`config.mk`:
```
export PLATFORM = sky130hd
export DESIGN_NAME = cbc_config
export DESIGN_NICKNAME = d
export VERILOG_FILES = /design/src/shared/cbc_pkg.sv /design/src/logic/cbc_config.sv
export VERILOG_INCLUDE_DIRS = /design/src /design/src/shared
export SDC_FILE = /design/constraint.sdc
export NUM_CORES = 1
export LEC_CHECK = 0
export BUFFER_PORTS_ARGS = -buffer_cell sky130_fd_sc_hd__buf_2
export CORE_MARGIN = 1
export CORE_UTILIZATION = 47
export CTS_CLUSTER_SIZE = 14
export DETAILED_ROUTE_END_ITERATION = 8
export PLACE_DENSITY = 0.68
export SETUP_SLACK_MARGIN = 0.02
export SYNTH_ARGS = -nofsm -noshare
export SYNTH_HDL_FRONTEND = slang
export SYNTH_SLANG_ARGS = --single-unit
```
`constraint.sdc`:
```
create_clock -name MCLK -period 5.3 [get_ports MCLK]
set_clock_uncertainty 0.2 [all_clocks]
set_input_delay 1.325 -clock MCLK [delete_from_list [all_inputs] [get_ports MCLK]]
set_output_delay 1.325 -clock MCLK [all_outputs]
set_load 0.02 [all_outputs]
```
`src/shared/cbc_defs.svh`:
```
// Purpose: constants of the command-behaviour configuration block
// Assumes: 24-bit register addresses on the serial link
// Notes:   offsets, masks, reset values, field positions and opcodes only
`ifndef CBC_DEFS_SVH
`define CBC_DEFS_SVH

// ----------------------------------------------------------------------------
// opcodes
// ----------------------------------------------------------------------------
`define CBC_OP_REG_READ    8'h65
`define CBC_OP_REG_WRITE   8'h71
`define CBC_OP_SET_BURST   8'hC0
`define CBC_OP_LEGACY_RST  8'hF0
`define CBC_OP_RST_ARM     8'h66
`define CBC_OP_RST_GO      8'h99
`define CBC_OP_CLR_RESUME  8'h30

// ----------------------------------------------------------------------------
// register addresses on the link
// ----------------------------------------------------------------------------
`define CBC_ADDR_CFG3_NV   24'h000004
`define CBC_ADDR_CFG3_V    24'h800004
`define CBC_ADDR_CFG4_NV   24'h000005
`define CBC_ADDR_CFG4_V    24'h800005

// ----------------------------------------------------------------------------
// reset values, writable masks, field positions
// ----------------------------------------------------------------------------
`define CBC_CFG3_NV_RST    8'h00
`define CBC_CFG4_NV_RST    8'h10
`define CBC_CFG3_MASK      8'h3F
`define CBC_CFG4_MASK      8'h13
`define CBC_UNIFORM_BIT    3
`define CBC_PBUF_HALF      9'h100

`endif

```
`src/shared/cbc_pkg.sv`:
```
// Purpose: types of the command-behaviour configuration block
// Assumes: nothing
// Notes:   field order matches the bit order of the registers
package cbc_pkg;

    // ------------------------------------------------------------------------
    // register layouts
    // ------------------------------------------------------------------------
    typedef struct packed {
        logic       rsvd7;
        logic       rsvd6;
        logic       blank_check_enable;
        logic       page_buffer_wrap_select;
        logic       uniform_sector_status;
        logic       clear_or_resume_select;
        logic       block_erase_size_select;
        logic       legacy_reset_enable;
    } cbc_cfg3_t;

    typedef struct packed {
        logic [2:0] rsvd_hi;
        logic       wrap_disable;
        logic [1:0] rsvd_lo;
        logic [1:0] wrap_len;
    } cbc_cfg4_t;

    // ------------------------------------------------------------------------
    // state machines
    // ------------------------------------------------------------------------
    typedef enum logic [2:0] {
        CBC_S_OPCODE = 3'b000,
        CBC_S_ADDR   = 3'b001,
        CBC_S_WRITE  = 3'b010,
        CBC_S_READ   = 3'b011,
        CBC_S_IGNORE = 3'b100
    } cbc_spi_state_t;

    typedef enum logic [0:0] {
        CBC_E_IDLE = 1'b0,
        CBC_E_SCAN = 1'b1
    } cbc_erase_state_t;

endpackage : cbc_pkg

```
`src/logic/cbc_config.sv`:
```
// Purpose: command-behaviour and burst-wrap configuration behind a serial link
// Assumes: SPI mode 0, SCK much slower than MCLK, zero read latency
// Notes:   non-volatile copies are modelled as flops loaded with their reset values by RST only
`timescale 1ns/100ps
`default_nettype none
`include "cbc_defs.svh"

// How it works
// - 65h reads, 71h writes these registers
// - any reset reloads volatile from non-volatile
// - non-volatile bits flip once, then stay
// - bit 5 enables blank check before erase
// - failed previous erase: erase without checking
// - good previous erase: scan, erase or skip
// - blank check covers all erase kinds
// - bit 4 picks 256 or 512 wrap
// - 256 mode wraps after location 255
// - bit 3 picks hybrid or uniform sectors
// - bit 2: 30h clears status or resumes
// - bit 1: D8h/DCh erase 64k or 256k
// - bit 0 enables F0h reset, else ignored
// - 66h then 99h always resets
// - burst wrap ignored by register reads
// - any reset reloads volatile burst wrap
// - C0h also writes volatile burst wrap
// - wrap enable only for quad reads
// - wrap length code 8/16/32/64 bytes
module cbc_config #(
    parameter int ADDR_BITS = 24,
    parameter int PBUF_BYTES = 512
) (
    input  wire  logic              MCLK,
    input  wire  logic              RST,
    input  wire  logic              SCK,
    input  wire  logic              CS_N,
    input  wire  logic              SI,
    input  wire  logic              HW_RESET_N,
    output logic                    SO,
    output logic                    SO_OE_N,
    output cbc_pkg::cbc_cfg3_t      CFG3_ACTIVE,
    output cbc_pkg::cbc_cfg4_t      WRAP_ACTIVE,
    output logic                    SOFT_RESET_PULSE,
    output logic                    CLEAR_STATUS_PULSE,
    output logic                    RESUME_PULSE,
    input  wire  logic              ERASE_REQ,
    input  wire  logic              SECTOR_ERASE_OK,
    input  wire  logic              BLANK_DONE,
    input  wire  logic              BLANK_ZERO_FOUND,
    output logic                    BLANK_SCAN_START,
    output logic                    ERASE_START,
    output logic                    ERASE_SKIP,
    input  wire  logic              PBUF_LOAD_START,
    input  wire  logic [8:0]        PBUF_START_ADDR,
    input  wire  logic              PBUF_LOAD_STROBE,
    output logic [8:0]              PBUF_ADDR
);
    import cbc_pkg::*;

    // ------------------------------------------------------------------------
    // elaboration checks
    // ------------------------------------------------------------------------
    if (ADDR_BITS != 24) begin : g_bad_addr
        $error("cbc_config: only 24 address bits supported");
    end
    if (PBUF_BYTES != 512) begin : g_bad_pbuf
        $error("cbc_config: page buffer must be 512 bytes");
    end

    // ------------------------------------------------------------------------
    // declarations
    // ------------------------------------------------------------------------
    logic [2:0]             sck_sync_reg;
    logic [1:0]             cs_sync_reg;
    logic [1:0]             si_sync_reg;
    logic [1:0]             hwr_sync_reg;
    logic                   sck_rise;
    logic                   sck_fall;
    logic                   cs_high;
    logic [7:0]             byte_next;
    cbc_spi_state_t         spi_state_reg;
    logic [7:0]             shift_in_reg;
    logic [7:0]             op_reg;
    logic [23:0]            addr_reg;
    logic [23:0]            addr_next;
    logic [4:0]             bit_cnt_reg;
    logic [7:0]             rd_shift_reg;
    logic                   rst_armed_reg;
    logic                   wr_pulse_reg;
    logic                   burst_pulse_reg;
    logic [23:0]            wr_addr_reg;
    logic [7:0]             wr_data_reg;
    logic [7:0]             cfg3_nv_reg;
    logic [7:0]             cfg3_used_reg;
    logic [7:0]             cfg4_nv_reg;
    logic [7:0]             cfg4_used_reg;
    logic [7:0]             cfg3_flip;
    logic [7:0]             cfg4_flip;
    logic                   reload;
    cbc_erase_state_t       erase_state_reg;

    // ------------------------------------------------------------------------
    // link synchronisers and edge detection
    // ------------------------------------------------------------------------
    // two flops per pin before any logic, third stage for edges
    always_ff @(posedge MCLK or posedge RST) begin
        if (RST) begin
            sck_sync_reg <= 3'h0;
            cs_sync_reg  <= 2'h3;
            si_sync_reg  <= 2'h0;
            hwr_sync_reg <= 2'h3;
        end else begin
            sck_sync_reg <= {sck_sync_reg[1:0], SCK};
            cs_sync_reg  <= {cs_sync_reg[0], CS_N};
            si_sync_reg  <= {si_sync_reg[0], SI};
            hwr_sync_reg <= {hwr_sync_reg[0], HW_RESET_N};
        end
    end

    assign cs_high   = cs_sync_reg[1];
    assign sck_rise  = ~cs_high & sck_sync_reg[1] & ~sck_sync_reg[2];
    assign sck_fall  = ~cs_high & ~sck_sync_reg[1] & sck_sync_reg[2];
    assign byte_next = {shift_in_reg[6:0], si_sync_reg[1]};
    assign addr_next = {addr_reg[22:0], si_sync_reg[1]};
    assign reload    = SOFT_RESET_PULSE | ~hwr_sync_reg[1];

    // register read mux; reserved bits are zero in every stored copy
    function automatic logic [7:0] read_mux(input logic [23:0] a);
        logic [7:0] v;
        v = 8'h00;
        case (a)
            `CBC_ADDR_CFG3_NV: v = cfg3_nv_reg;
            `CBC_ADDR_CFG3_V:  v = CFG3_ACTIVE;
            `CBC_ADDR_CFG4_NV: v = cfg4_nv_reg;
            `CBC_ADDR_CFG4_V:  v = WRAP_ACTIVE;
            default:           v = 8'h00;
        endcase
        return v;
    endfunction : read_mux

    // ------------------------------------------------------------------------
    // command decoder
    // ------------------------------------------------------------------------
    // shifts opcode, address and data on rising SCK, sends on falling SCK
    always_ff @(posedge MCLK or posedge RST) begin
        if (RST) begin
            spi_state_reg      <= CBC_S_OPCODE;
            shift_in_reg       <= 8'h00;
            op_reg             <= 8'h00;
            addr_reg           <= 24'h000000;
            bit_cnt_reg        <= 5'h00;
            rd_shift_reg       <= 8'h00;
            rst_armed_reg      <= 1'b0;
            wr_pulse_reg       <= 1'b0;
            burst_pulse_reg    <= 1'b0;
            wr_addr_reg        <= 24'h000000;
            wr_data_reg        <= 8'h00;
            SO                 <= 1'b0;
            SO_OE_N            <= 1'b1;
            SOFT_RESET_PULSE   <= 1'b0;
            CLEAR_STATUS_PULSE <= 1'b0;
            RESUME_PULSE       <= 1'b0;
        end else begin
            wr_pulse_reg       <= 1'b0;
            burst_pulse_reg    <= 1'b0;
            SOFT_RESET_PULSE   <= 1'b0;
            CLEAR_STATUS_PULSE <= 1'b0;
            RESUME_PULSE       <= 1'b0;
            if (cs_high) begin
                spi_state_reg <= CBC_S_OPCODE;
                bit_cnt_reg   <= 5'h00;
                SO_OE_N       <= 1'b1;
            end else if (sck_rise) begin
                shift_in_reg <= byte_next;
                bit_cnt_reg  <= bit_cnt_reg + 5'h01;
                case (spi_state_reg)
                    CBC_S_OPCODE: begin
                        if (bit_cnt_reg == 5'h07) begin
                            bit_cnt_reg   <= 5'h00;
                            op_reg        <= byte_next;
                            rst_armed_reg <= (byte_next == `CBC_OP_RST_ARM);
                            spi_state_reg <= CBC_S_IGNORE;
                            case (byte_next)
                                `CBC_OP_REG_READ, `CBC_OP_REG_WRITE: begin
                                    spi_state_reg <= CBC_S_ADDR;
                                end
                                `CBC_OP_SET_BURST: begin
                                    spi_state_reg <= CBC_S_WRITE;
                                end
                                `CBC_OP_RST_GO: begin
                                    SOFT_RESET_PULSE <= rst_armed_reg;
                                end
                                `CBC_OP_LEGACY_RST: begin
                                    SOFT_RESET_PULSE <= CFG3_ACTIVE.legacy_reset_enable;
                                end
                                `CBC_OP_CLR_RESUME: begin
                                    RESUME_PULSE       <= CFG3_ACTIVE.clear_or_resume_select;
                                    CLEAR_STATUS_PULSE <= ~CFG3_ACTIVE.clear_or_resume_select;
                                end
                                default: begin
                                    spi_state_reg <= CBC_S_IGNORE;
                                end
                            endcase
                        end
                    end
                    CBC_S_ADDR: begin
                        addr_reg <= addr_next;
                        if (bit_cnt_reg == 5'h17) begin
                            bit_cnt_reg <= 5'h00;
                            if (op_reg == `CBC_OP_REG_READ) begin
                                spi_state_reg <= CBC_S_READ;
                                rd_shift_reg  <= read_mux(addr_next);
                            end else begin
                                spi_state_reg <= CBC_S_WRITE;
                            end
                        end
                    end
                    CBC_S_WRITE: begin
                        if (bit_cnt_reg == 5'h07) begin
                            spi_state_reg   <= CBC_S_IGNORE;
                            wr_data_reg     <= byte_next;
                            wr_addr_reg     <= addr_reg;
                            wr_pulse_reg    <= (op_reg == `CBC_OP_REG_WRITE);
                            burst_pulse_reg <= (op_reg == `CBC_OP_SET_BURST);
                        end
                    end
                    default: begin
                        bit_cnt_reg <= 5'h00;
                    end
                endcase
            end else if (sck_fall && spi_state_reg == CBC_S_READ) begin
                // same register repeats: no burst wrap on register reads
                SO           <= rd_shift_reg[7];
                SO_OE_N      <= 1'b0;
                rd_shift_reg <= {rd_shift_reg[6:0], rd_shift_reg[7]};
            end
        end
    end

    // ------------------------------------------------------------------------
    // configuration registers
    // ------------------------------------------------------------------------
    // one-time flips: a bit may change only if it never changed before
    assign cfg3_flip = (wr_data_reg ^ cfg3_nv_reg) & ~cfg3_used_reg & `CBC_CFG3_MASK;
    assign cfg4_flip = (wr_data_reg ^ cfg4_nv_reg) & ~cfg4_used_reg & `CBC_CFG4_MASK;

    always_ff @(posedge MCLK or posedge RST) begin
        if (RST) begin
            cfg3_nv_reg   <= `CBC_CFG3_NV_RST;
            cfg3_used_reg <= 8'h00;
            cfg4_nv_reg   <= `CBC_CFG4_NV_RST;
            cfg4_used_reg <= 8'h00;
            CFG3_ACTIVE   <= `CBC_CFG3_NV_RST;
            WRAP_ACTIVE   <= `CBC_CFG4_NV_RST;
        end else if (reload) begin
            CFG3_ACTIVE <= cfg3_nv_reg;
            WRAP_ACTIVE <= cfg4_nv_reg;
        end else if (burst_pulse_reg) begin
            WRAP_ACTIVE <= wr_data_reg & `CBC_CFG4_MASK;
        end else if (wr_pulse_reg) begin
            case (wr_addr_reg)
                `CBC_ADDR_CFG3_NV: begin
                    cfg3_nv_reg   <= cfg3_nv_reg ^ cfg3_flip;
                    cfg3_used_reg <= cfg3_used_reg | cfg3_flip;
                end
                `CBC_ADDR_CFG4_NV: begin
                    cfg4_nv_reg   <= cfg4_nv_reg ^ cfg4_flip;
                    cfg4_used_reg <= cfg4_used_reg | cfg4_flip;
                end
                `CBC_ADDR_CFG3_V: begin
                    // layout bit is read only; reserved bits stay zero
                    CFG3_ACTIVE <= (wr_data_reg & `CBC_CFG3_MASK & ~8'h08)
                                 | (CFG3_ACTIVE & 8'h08);
                end
                `CBC_ADDR_CFG4_V: begin
                    WRAP_ACTIVE <= wr_data_reg & `CBC_CFG4_MASK;
                end
                default: begin
                    CFG3_ACTIVE <= CFG3_ACTIVE;
                end
            endcase
        end
    end

    // ------------------------------------------------------------------------
    // erase gating with blank check
    // ------------------------------------------------------------------------
    // every erase kind passes through here
    always_ff @(posedge MCLK or posedge RST) begin
        if (RST) begin
            erase_state_reg  <= CBC_E_IDLE;
            BLANK_SCAN_START <= 1'b0;
            ERASE_START      <= 1'b0;
            ERASE_SKIP       <= 1'b0;
        end else begin
            BLANK_SCAN_START <= 1'b0;
            ERASE_START      <= 1'b0;
            ERASE_SKIP       <= 1'b0;
            case (erase_state_reg)
                CBC_E_IDLE: begin
                    if (ERASE_REQ) begin
                        if (!CFG3_ACTIVE.blank_check_enable || !SECTOR_ERASE_OK) begin
                            ERASE_START <= 1'b1;
                        end else begin
                            BLANK_SCAN_START <= 1'b1;
                            erase_state_reg  <= CBC_E_SCAN;
                        end
                    end
                end
                CBC_E_SCAN: begin
                    if (BLANK_DONE) begin
                        ERASE_START     <= BLANK_ZERO_FOUND;
                        ERASE_SKIP      <= ~BLANK_ZERO_FOUND;
                        erase_state_reg <= CBC_E_IDLE;
                    end
                end
                default: begin
                    erase_state_reg <= CBC_E_IDLE;
                end
            endcase
        end
    end

    // ------------------------------------------------------------------------
    // page buffer load address
    // ------------------------------------------------------------------------
    // 256 mode keeps the top bit clear and wraps 255 to 0
    always_ff @(posedge MCLK or posedge RST) begin
        if (RST) begin
            PBUF_ADDR <= 9'h000;
        end else if (PBUF_LOAD_START) begin
            PBUF_ADDR <= CFG3_ACTIVE.page_buffer_wrap_select ? PBUF_START_ADDR
                       : {1'b0, PBUF_START_ADDR[7:0]};
        end else if (PBUF_LOAD_STROBE) begin
            PBUF_ADDR <= CFG3_ACTIVE.page_buffer_wrap_select ? PBUF_ADDR + 9'h001
                       : {1'b0, PBUF_ADDR[7:0] + 8'h01};
        end
    end

endmodule : cbc_config
`default_nettype wire

```
; Word level (Yosys, flattened, before mapping)
; Index checks and enable logic that the tools add are counted.
[op_classes]
n_addsub = 3
eq_ne = 31
muxes = 68
bitwise = 26
reduce_logical = 27
[op_table]
columns = operator, count
row1 = $mux 8, 13
row2 = $eq 24x24->1 const B, 4
row3 = $eq 24x3->1 const B, 4
row4 = $eq 8x7->1 const B, 5
row5 = $mux 9, 4
row6 = $mux 1, 35
row7 = $eq 8x8->1 const B, 4
row8 = $pmux 8 s4, 1
row9 = $mux 5, 4
row10 = $reduce_and 4->1, 4
row11 = $mux 3, 5
row12 = $pmux 5 s3, 1
row13 = $reduce_bool 2->1, 6
row14 = $not 1->1, 10
row15 = $reduce_and 5->1, 2
row16 = $add 9x1->9 const B, 1
row17 = $ne 3x3->1 const B, 3
row18 = $pmux 3 s3, 1
row19 = $reduce_and 3->1, 3
row20 = $add 8x1->8 const B, 1
row21 = $eq 8x6->1 const B, 1
row22 = $ne 2x1->1 const B, 4
row23 = $or 8x5->8, 1
row24 = $or 8x6->8, 1
row25 = other kinds (27), 37
[totals]
reg_bits = 163
in_bits = 21
output_inout_bits = 33
wordCells = 196

; Logic depth before layout (Yosys ltp)
; Gate-level depths: netlist (run 1).
[logic_depth]
ltp_word = 7
mapped_depth = 7
mapped_depth_nobuf = 5

; Worst setup path after synthesis (run 1)
; OpenSTA, ideal clock, no wires.
[synth_path]
path_type = in2reg
from = input port PBUF_LOAD_STROBE
to = register PBUF_ADDR[7]
setup_time_ns = 0.134
arrival_ns = 2.199
required_time_ns = 4.966
setup_slack_ns = 2.768
path_stages = 5
n_path_buf = 1
path_cell_list = clkbuf_1 -> nand4_1 -> nor3_1 -> xnor2_1 -> o21ai_0
[synth_via]
elab_chain_cells = 1
[synth_rtl]
columns = item, line
row1 = "start, declared", cbc_config.sv:54  ; input wire logic PBUF_LOAD_STROBE,
row2 = $reduce_bool 2->1 (no line), -
row3 = "end signal, assigned", cbc_config.sv:331  ; PBUF_ADDR <= CFG3_ACTIVE.page_buffer_wrap_select ? PBUF_START_ADDR
row4 = "end signal, assigned", cbc_config.sv:334  ; PBUF_ADDR <= CFG3_ACTIVE.page_buffer_wrap_select ? PBUF_ADDR + 9'h001
row5 = "end, declared", cbc_config.sv:55  ; output logic [8:0] PBUF_ADDR
; Every way passes these cells.
; A chain may end at the register's enable or synchronous reset.

; Final worst setup path (run 1)
[layout_path]
from = register sck_sync_reg[1]
to = register wr_addr_reg[21]
[layout_via]
elab_chain_cells = 3
[layout_rtl]
columns = item, line
row1 = "start, declared", cbc_config.sv:72  ; logic [2:0] sck_sync_reg;
row2 = "start signal, assigned", cbc_config.sv:112  ; sck_sync_reg <= {sck_sync_reg[1:0], SCK};
row3 = $and 1x1->1 (2 in series), cbc_config.sv:120  ; assign sck_rise = ~cs_high & sck_sync_reg[1] & ~sck_sync_reg[2];
row4 = $reduce_and 4->1 (no line), -
row5 = "end signal, assigned", cbc_config.sv:221  ; wr_addr_reg <= addr_reg;
row6 = "end, declared", cbc_config.sv:90  ; logic [23:0] wr_addr_reg;
; Every way passes these cells.

==> results of run 1 <==
==> final cells by class <==
cell class,instances,share of cell area (%)
repair buffers,48,3.52
inverters,9,0.512
well taps,176,3.01
clock buffers,25,6.76
flip-flops and latches,142,48.6
multi-input cells,344,36.4
clock inverters,7,1.16
==> Yosys cell counts, types with 5 or more instances <==
cell type / instances
mux2_2: 78
buf_4: 9
o21ai_0: 27
a32o_1: 5
nor3_1: 8
dfstp_2: 7
clkbuf_1: 15
nor2b_1: 9
nand2_1: 46
inv_1: 9
dfrtp_1: 135
nand4_1: 10
nor4_1: 9
xor2_1: 15
nor2_1: 17
a31oi_1: 10
a21o_1: 10
nand4b_1: 6
xnor2_1: 5
nand3_1: 16
buf_2: 7
==> through the flow <==
step	utilization, %	total power, mW	hold WS (ns)	setup WS [ns]	instance area, um2
6_report	55.1	2.44	0.155	2.28	7320
5_1_grt	55.1	2.54	0.161	2.02	7320
4_1_cts	55.1	2.46	0.156	2.28	7320
3_5_place_dp	50.7	1.30	0.147	2.29	6740
3_3_place_gp	50.7	1.30	0.145	2.42	6740
2_1_floorplan	-	1.26	0.131	2.00	6450
==> metal layers <==
metal / part of all wire [%] / vias to the layer above / GRT usage [%]
li1: - / 1959 / -
met5: 0 / - / 0
met3: 4.0 / 14 / 4.65
met2: 49 / 105 / 32.9
met4: 1.4 / 0 / 8.15
met1: 45 / 2127 / 25.4
==> cells by family after synthesis <==
logic type               Yosys count  share of synthesized area (%)
AND/OR/NAND/NOR                  159                           14.8
flip-flops                       142                           55.4
multiplexers                      87                           15.9
AO/OA/AOI/OAI                     69                           7.20
buffers and inverters             44                           3.46
XOR/XNOR                          20                           2.72
adder cells (fa/ha/maj)            2                          0.389
other                              1                         0.0583
==> where the power goes <==
group          switching, mW  total (mW)  internal [mW]
clock                  0.423        1.16          0.738
sequential            0.0439        1.16           1.11
combinational         0.0820       0.125         0.0427
total                  0.549        2.44           1.89
==> how the worst max path moves through the flow <==
| stage | startpoint | end | slack [ns] |
|---|---|---|---|
| after floorplan | RST | BLANK_SCAN_START | 2.00 |
| after global placement | sck_sync_reg[1] | wr_addr_reg[18] | 2.42 |
| after detailed placement | sck_sync_reg[1] | wr_addr_reg[21] | 2.29 |
| after CTS | sck_sync_reg[1] | wr_addr_reg[21] | 2.28 |
| after global routing | sck_sync_reg[1] | wr_addr_reg[23] | 2.02 |
| final | sck_sync_reg[1] | wr_addr_reg[21] | 2.28 |
==> worst max-delay path, delay by kind of cell, from the launching register on <==
family / cells / cell delay, ns
AND/OR/NAND/NOR: 2 / 1.42
multiplexers: 1 / 0.30
flip-flops: 1 / 0.45
buffers and inverters: 1 / 0.53
==> results_dict.tcl, run 1 <==
set metrics [dict create \
    path_class "flip-flop to flip-flop" \
    synth-seq-cells 142 \
    n_antenna_cell 0 \
    fin_tns_setup_ns 0 \
    avgSynthCellArea_um2 12.3 \
    dieArea_mm2 0.0142 \
    start_util_pct 48.4 \
    multi_input_area_mm2 0.00267 \
    register_area_mm2 0.00356 \
    p_leak_nw 3.60 \
    die_h_um 119 \
    antenna_found_initial 0 \
    port_buffers 46 \
    place_congestion 0.862 \
    final_cells 751 \
    layout-drive-gt1-share_pct 32.2 \
    arrival_ns 3.12 \
    ant_nets 0 \
    grt_max_degree 100 \
    path_cells "nor3b_2 -> nand4_1 -> buf_4 -> mux2_2" \
    clock_path_buffers 2 \
    yosysWarnings 0 \
    setup_viol 0 \
    synth_edf_count 0 \
    cts_resized 0 \
    synth_top_area_share_pct 52.5 \
    rows 42 \
    postSynth.asyncResetShare_pct 100 \
    final_common_cell "dfrtp_1" \
    ys_top_cells_by_area "dfrtp_1 53%, mux2_2 14%, dfstp_2 2.9%, nand2_1 2.7%, o21ai_0 2.1%" \
    hold_depth 0 \
    fin_nets 585 \
    hp-start "cs_sync_reg[0]" \
    numCtsBuffers 17 \
    period_minus_slack_ns 3.02 \
    irDropWorstVdd_mv 0.235 \
    dp.cells 719 \
    tightest_slew_ns 1.09 \
    status "completed" \
    hold_class "flip-flop to flip-flop" \
    vias_per_cell 5.60 \
    reg2reg_slack_ns 2.28 \
    reg2regPathDepth 4 \
    grtUsageTotal_pct 20.0 \
    fp.coreArea_mm2 0.0133 \
    crit_slowest_cell "nand4_1" \
    postCtsSetupBuffers 0 \
    clkTransAtPathRegs_ns 0.05 \
    yosysUniqueCellTypes 64 \
    rsz0062_at_grt "no" \
    yosys.area.top_type "dfrtp_1" \
    synth.cell_area_mm2 0.00643 \
    wl_um 12800 \
    synthCells 524 \
    fillers 1102 \
    crit_path_max_fanout 17 \
    grt_pass1_vias 4281 \
    reg2reg_from "sck_sync_reg[1]" \
    layout_common_cells "135 x dfrtp_1, 78 x mux2_2, 46 x nand2_1, 46 x buf_2, 27 x o21ai_0" \
    cts.sinks 142 \
    area_delta_synth_final_pct 13.9 \
    slew-limit-headroom_pct 26.9 \
    min_to "cs_sync_reg[1]" \
    cts-hold-fix-buffers 0 \
    start_kind "flip-flop" \
    first_pass_iters 4 \
    wl_per_cell_um 17.1 \
    required_ns 5.40 \
    drv_slew 0 \
    powerDensity_mw_per_mm2 334 \
    die_w_um 119 \
    max_cap_violations 0 \
    io_pins 54 \
    grt_remaining_overflow 0 \
    fmax_ghz 0.331 \
    first_iter_violations 218 \
    clk_latency_ns 0.43 \
    ys_seq_area_share_pct 55.4 \
    period_share_pct 56.9 \
    dr_total_vias 4205 \
    hold_violations 0 \
    cts_tree "built" \
    remaining_drc_errors 0 \
    synth_flop_cell "dfrtp_1" \
    post-dp-hpwl_um 8810 \
    endpoint_kind "flip-flop" \
    ctsRootBufferMaster "clkbuf_16" \
    r2r_end "wr_addr_reg[21]" \
    htree_levels 4 \
    worst_path_largest_cell_delay_ns 0.90 \
    grt_pass1_wl_um 21600 \
]
Power figures use the tool's default switching activity.
==> run 2: changes to the inputs <==
--- a/config.mk
+++ b/config.mk
@@ -11,7 +11,7 @@
 export CORE_UTILIZATION = 47
 export CTS_CLUSTER_SIZE = 14
 export DETAILED_ROUTE_END_ITERATION = 8
-export PLACE_DENSITY = 0.68
+export PLACE_DENSITY = 0.65
 export SETUP_SLACK_MARGIN = 0.02
 export SYNTH_ARGS = -nofsm -noshare
 export SYNTH_HDL_FRONTEND = slang
==> constraint.sdc (replaced) <==
create_clock -name MCLK -period 3 [get_ports MCLK]
set_clock_uncertainty 0.2 [all_clocks]
set_input_delay 0.75 -clock MCLK [delete_from_list [all_inputs] [get_ports MCLK]]
set_output_delay 0.75 -clock MCLK [all_outputs]
set_load 0.02 [all_outputs]
==> results_dict.tcl, run 2 (same netlist as run 1, synthesis figures left out) <==
set metrics [dict create \
    remaining_drc_errors 0 \
    worst_slack_ns 0.447 \
    io_pins 54 \
    vias_per_cell 5.52 \
    ant_nets 0 \
    clock_path_buffers 2 \
    port_buffers 46 \
    hold_depth 0 \
    reg2reg_from "wr_addr_reg[12]" \
    path_class "flip-flop to flip-flop" \
    worst_path_largest_cell_delay_ns 0.54 \
    p_leak_nw 3.66 \
    final_common_cell "dfrtp_1" \
    layout-drive-gt1-share_pct 32.9 \
    fmax_ghz 0.392 \
    antenna_found_initial 0 \
    hold_violations 0 \
    htree_levels 4 \
    final_area_mm2 0.00745 \
    rows 42 \
    clkPwrFrac_pct 49.3 \
    grt_max_degree 48 \
    dr_total_vias 4191 \
    fp.coreArea_mm2 0.0133 \
    grtUsageTotal_pct 19.8 \
    fillers 1073 \
    irDropWorstVdd_mv 0.390 \
    slew-limit-headroom_pct 52.6 \
    crit_path_max_fanout 17 \
    die_h_um 119 \
    clkTransAtPathRegs_ns 0.06 \
    n_antenna_cell 0 \
    postCtsSetupBuffers 0 \
    start_util_pct 48.4 \
    die_w_um 119 \
    numCtsBuffers 17 \
    arrival_ns 2.65 \
    post-dp-hpwl_um 8820 \
    cts_resized 0 \
    dp_slack_ns 0.486 \
    hold_class "flip-flop to flip-flop" \
    period_share_pct 85.1 \
    start_kind "flip-flop" \
    cts_tree "built" \
    fin_nets 593 \
    reg2reg_slack_ns 0.45 \
    whs_ns 0.147 \
    cts.sinks 142 \
    fin_tns_setup_ns 0 \
    powerDensity_mw_per_mm2 601 \
    hp-start "sck_sync_reg[0]" \
    tightest_slew_ns 0.710 \
    p_int_mw 3.50 \
    clk_latency_ns 0.41 \
    seq_power_share_pct 45.7 \
    min_to "sck_sync_reg[1]" \
    layout_common_cells "135 x dfrtp_1, 78 x mux2_2, 46 x nand2_1, 46 x buf_2, 27 x o21ai_0" \
    wl_met3_um 433 \
    required_ns 3.10 \
    r2r_end "WRAP_ACTIVE[0]" \
    dieArea_mm2 0.0142 \
    drv_slew 0 \
    crit_slowest_cell "nand4_2" \
    grt_pass1_vias 4257 \
    wl_per_cell_um 17.0 \
    max_cap_violations 0 \
    final_cells 759 \
    status "completed" \
    dp.cells 727 \
    place_area_mm2 0.00683 \
    place_congestion 0.833 \
    reg2regPathDepth 4 \
    first_pass_iters 4 \
    wl_um 12900 \
    ctsRootBufferMaster "clkbuf_16" \
    grt_remaining_overflow 0 \
    period_minus_slack_ns 2.55 \
    grt_pass1_wl_um 21600 \
    power_mw 4.48 \
    wl_met2_um 6320 \
    setup_viol 0 \
    rsz0062_at_grt "no" \
    drt-met1-wl_um 6030 \
    endpoint_kind "flip-flop" \
    first_iter_violations 389 \
    area_delta_synth_final_pct 15.9 \
    topRoutingLayerUsed "met4" \
    post-route-util_pct 56.0 \
    path_cells "nor4_1 -> nand4_2 -> o21ai_1 -> mux2_2" \
    p_comb_share_pct 5.1 \
    p_switching_uw 972 \
    swShare_pct 21.7 \
    cts-hold-fix-buffers 0 \
]
-- run 2: layout make-up --
class	instances	area [um2]	area share [%]
Clock buffer	25	485	6.52
Timing Repair Buffer	56	343	4.60
Sequential cell	142	3560	47.8
Inverter	9	37.5	0.504
Tap cell	176	220	2.96
Multi-Input combinational cell	344	2670	35.8
Clock inverter	7	135	1.81
-- run 2: worst max-delay path, delay by kind of cell, from the launching register on --
family / cells / cell delay [ns]
and+or+nand+nor: 2 / 1.00
muxes: 1 / 0.38
DFF: 1 / 0.38
AOI/OAI and AO/OA: 1 / 0.48
-- run 2: per-layer routing --
layer | track usage, % | vias up
li1 | - | 1968
met1 | 26.2 | 2132
met2 | 31.9 | 83
met3 | 5.17 | 8
met4 | 6.01 | 0
met5 | 0 | -
-- run 2: worst max-delay path by stage --
stage | start | end | slack (ns)
floorplan | RST | BLANK_SCAN_START | 0.28
global placement | wr_addr_reg[19] | WRAP_ACTIVE[1] | 0.62
detailed placement | wr_addr_reg[12] | WRAP_ACTIVE[0] | 0.49
CTS | wr_addr_reg[12] | WRAP_ACTIVE[0] | 0.44
global route | wr_addr_reg[19] | WRAP_ACTIVE[0] | 0.31
finish | wr_addr_reg[12] | WRAP_ACTIVE[0] | 0.45
-- run 2: power groups by stage --
| stage | registers (mW) | logic (mW) | clock network (mW) |
|---|---|---|---|
| 2_1_floorplan | 2.07 | 0.155 | 0 |
| 3_3_place_gp | 2.07 | 0.223 | 0 |
| 3_5_place_dp | 2.08 | 0.229 | 0 |
| 4_1_cts | 2.04 | 0.231 | 2.24 |
| 5_1_grt | 2.05 | 0.255 | 2.35 |
| 6_report | 2.04 | 0.226 | 2.21 |
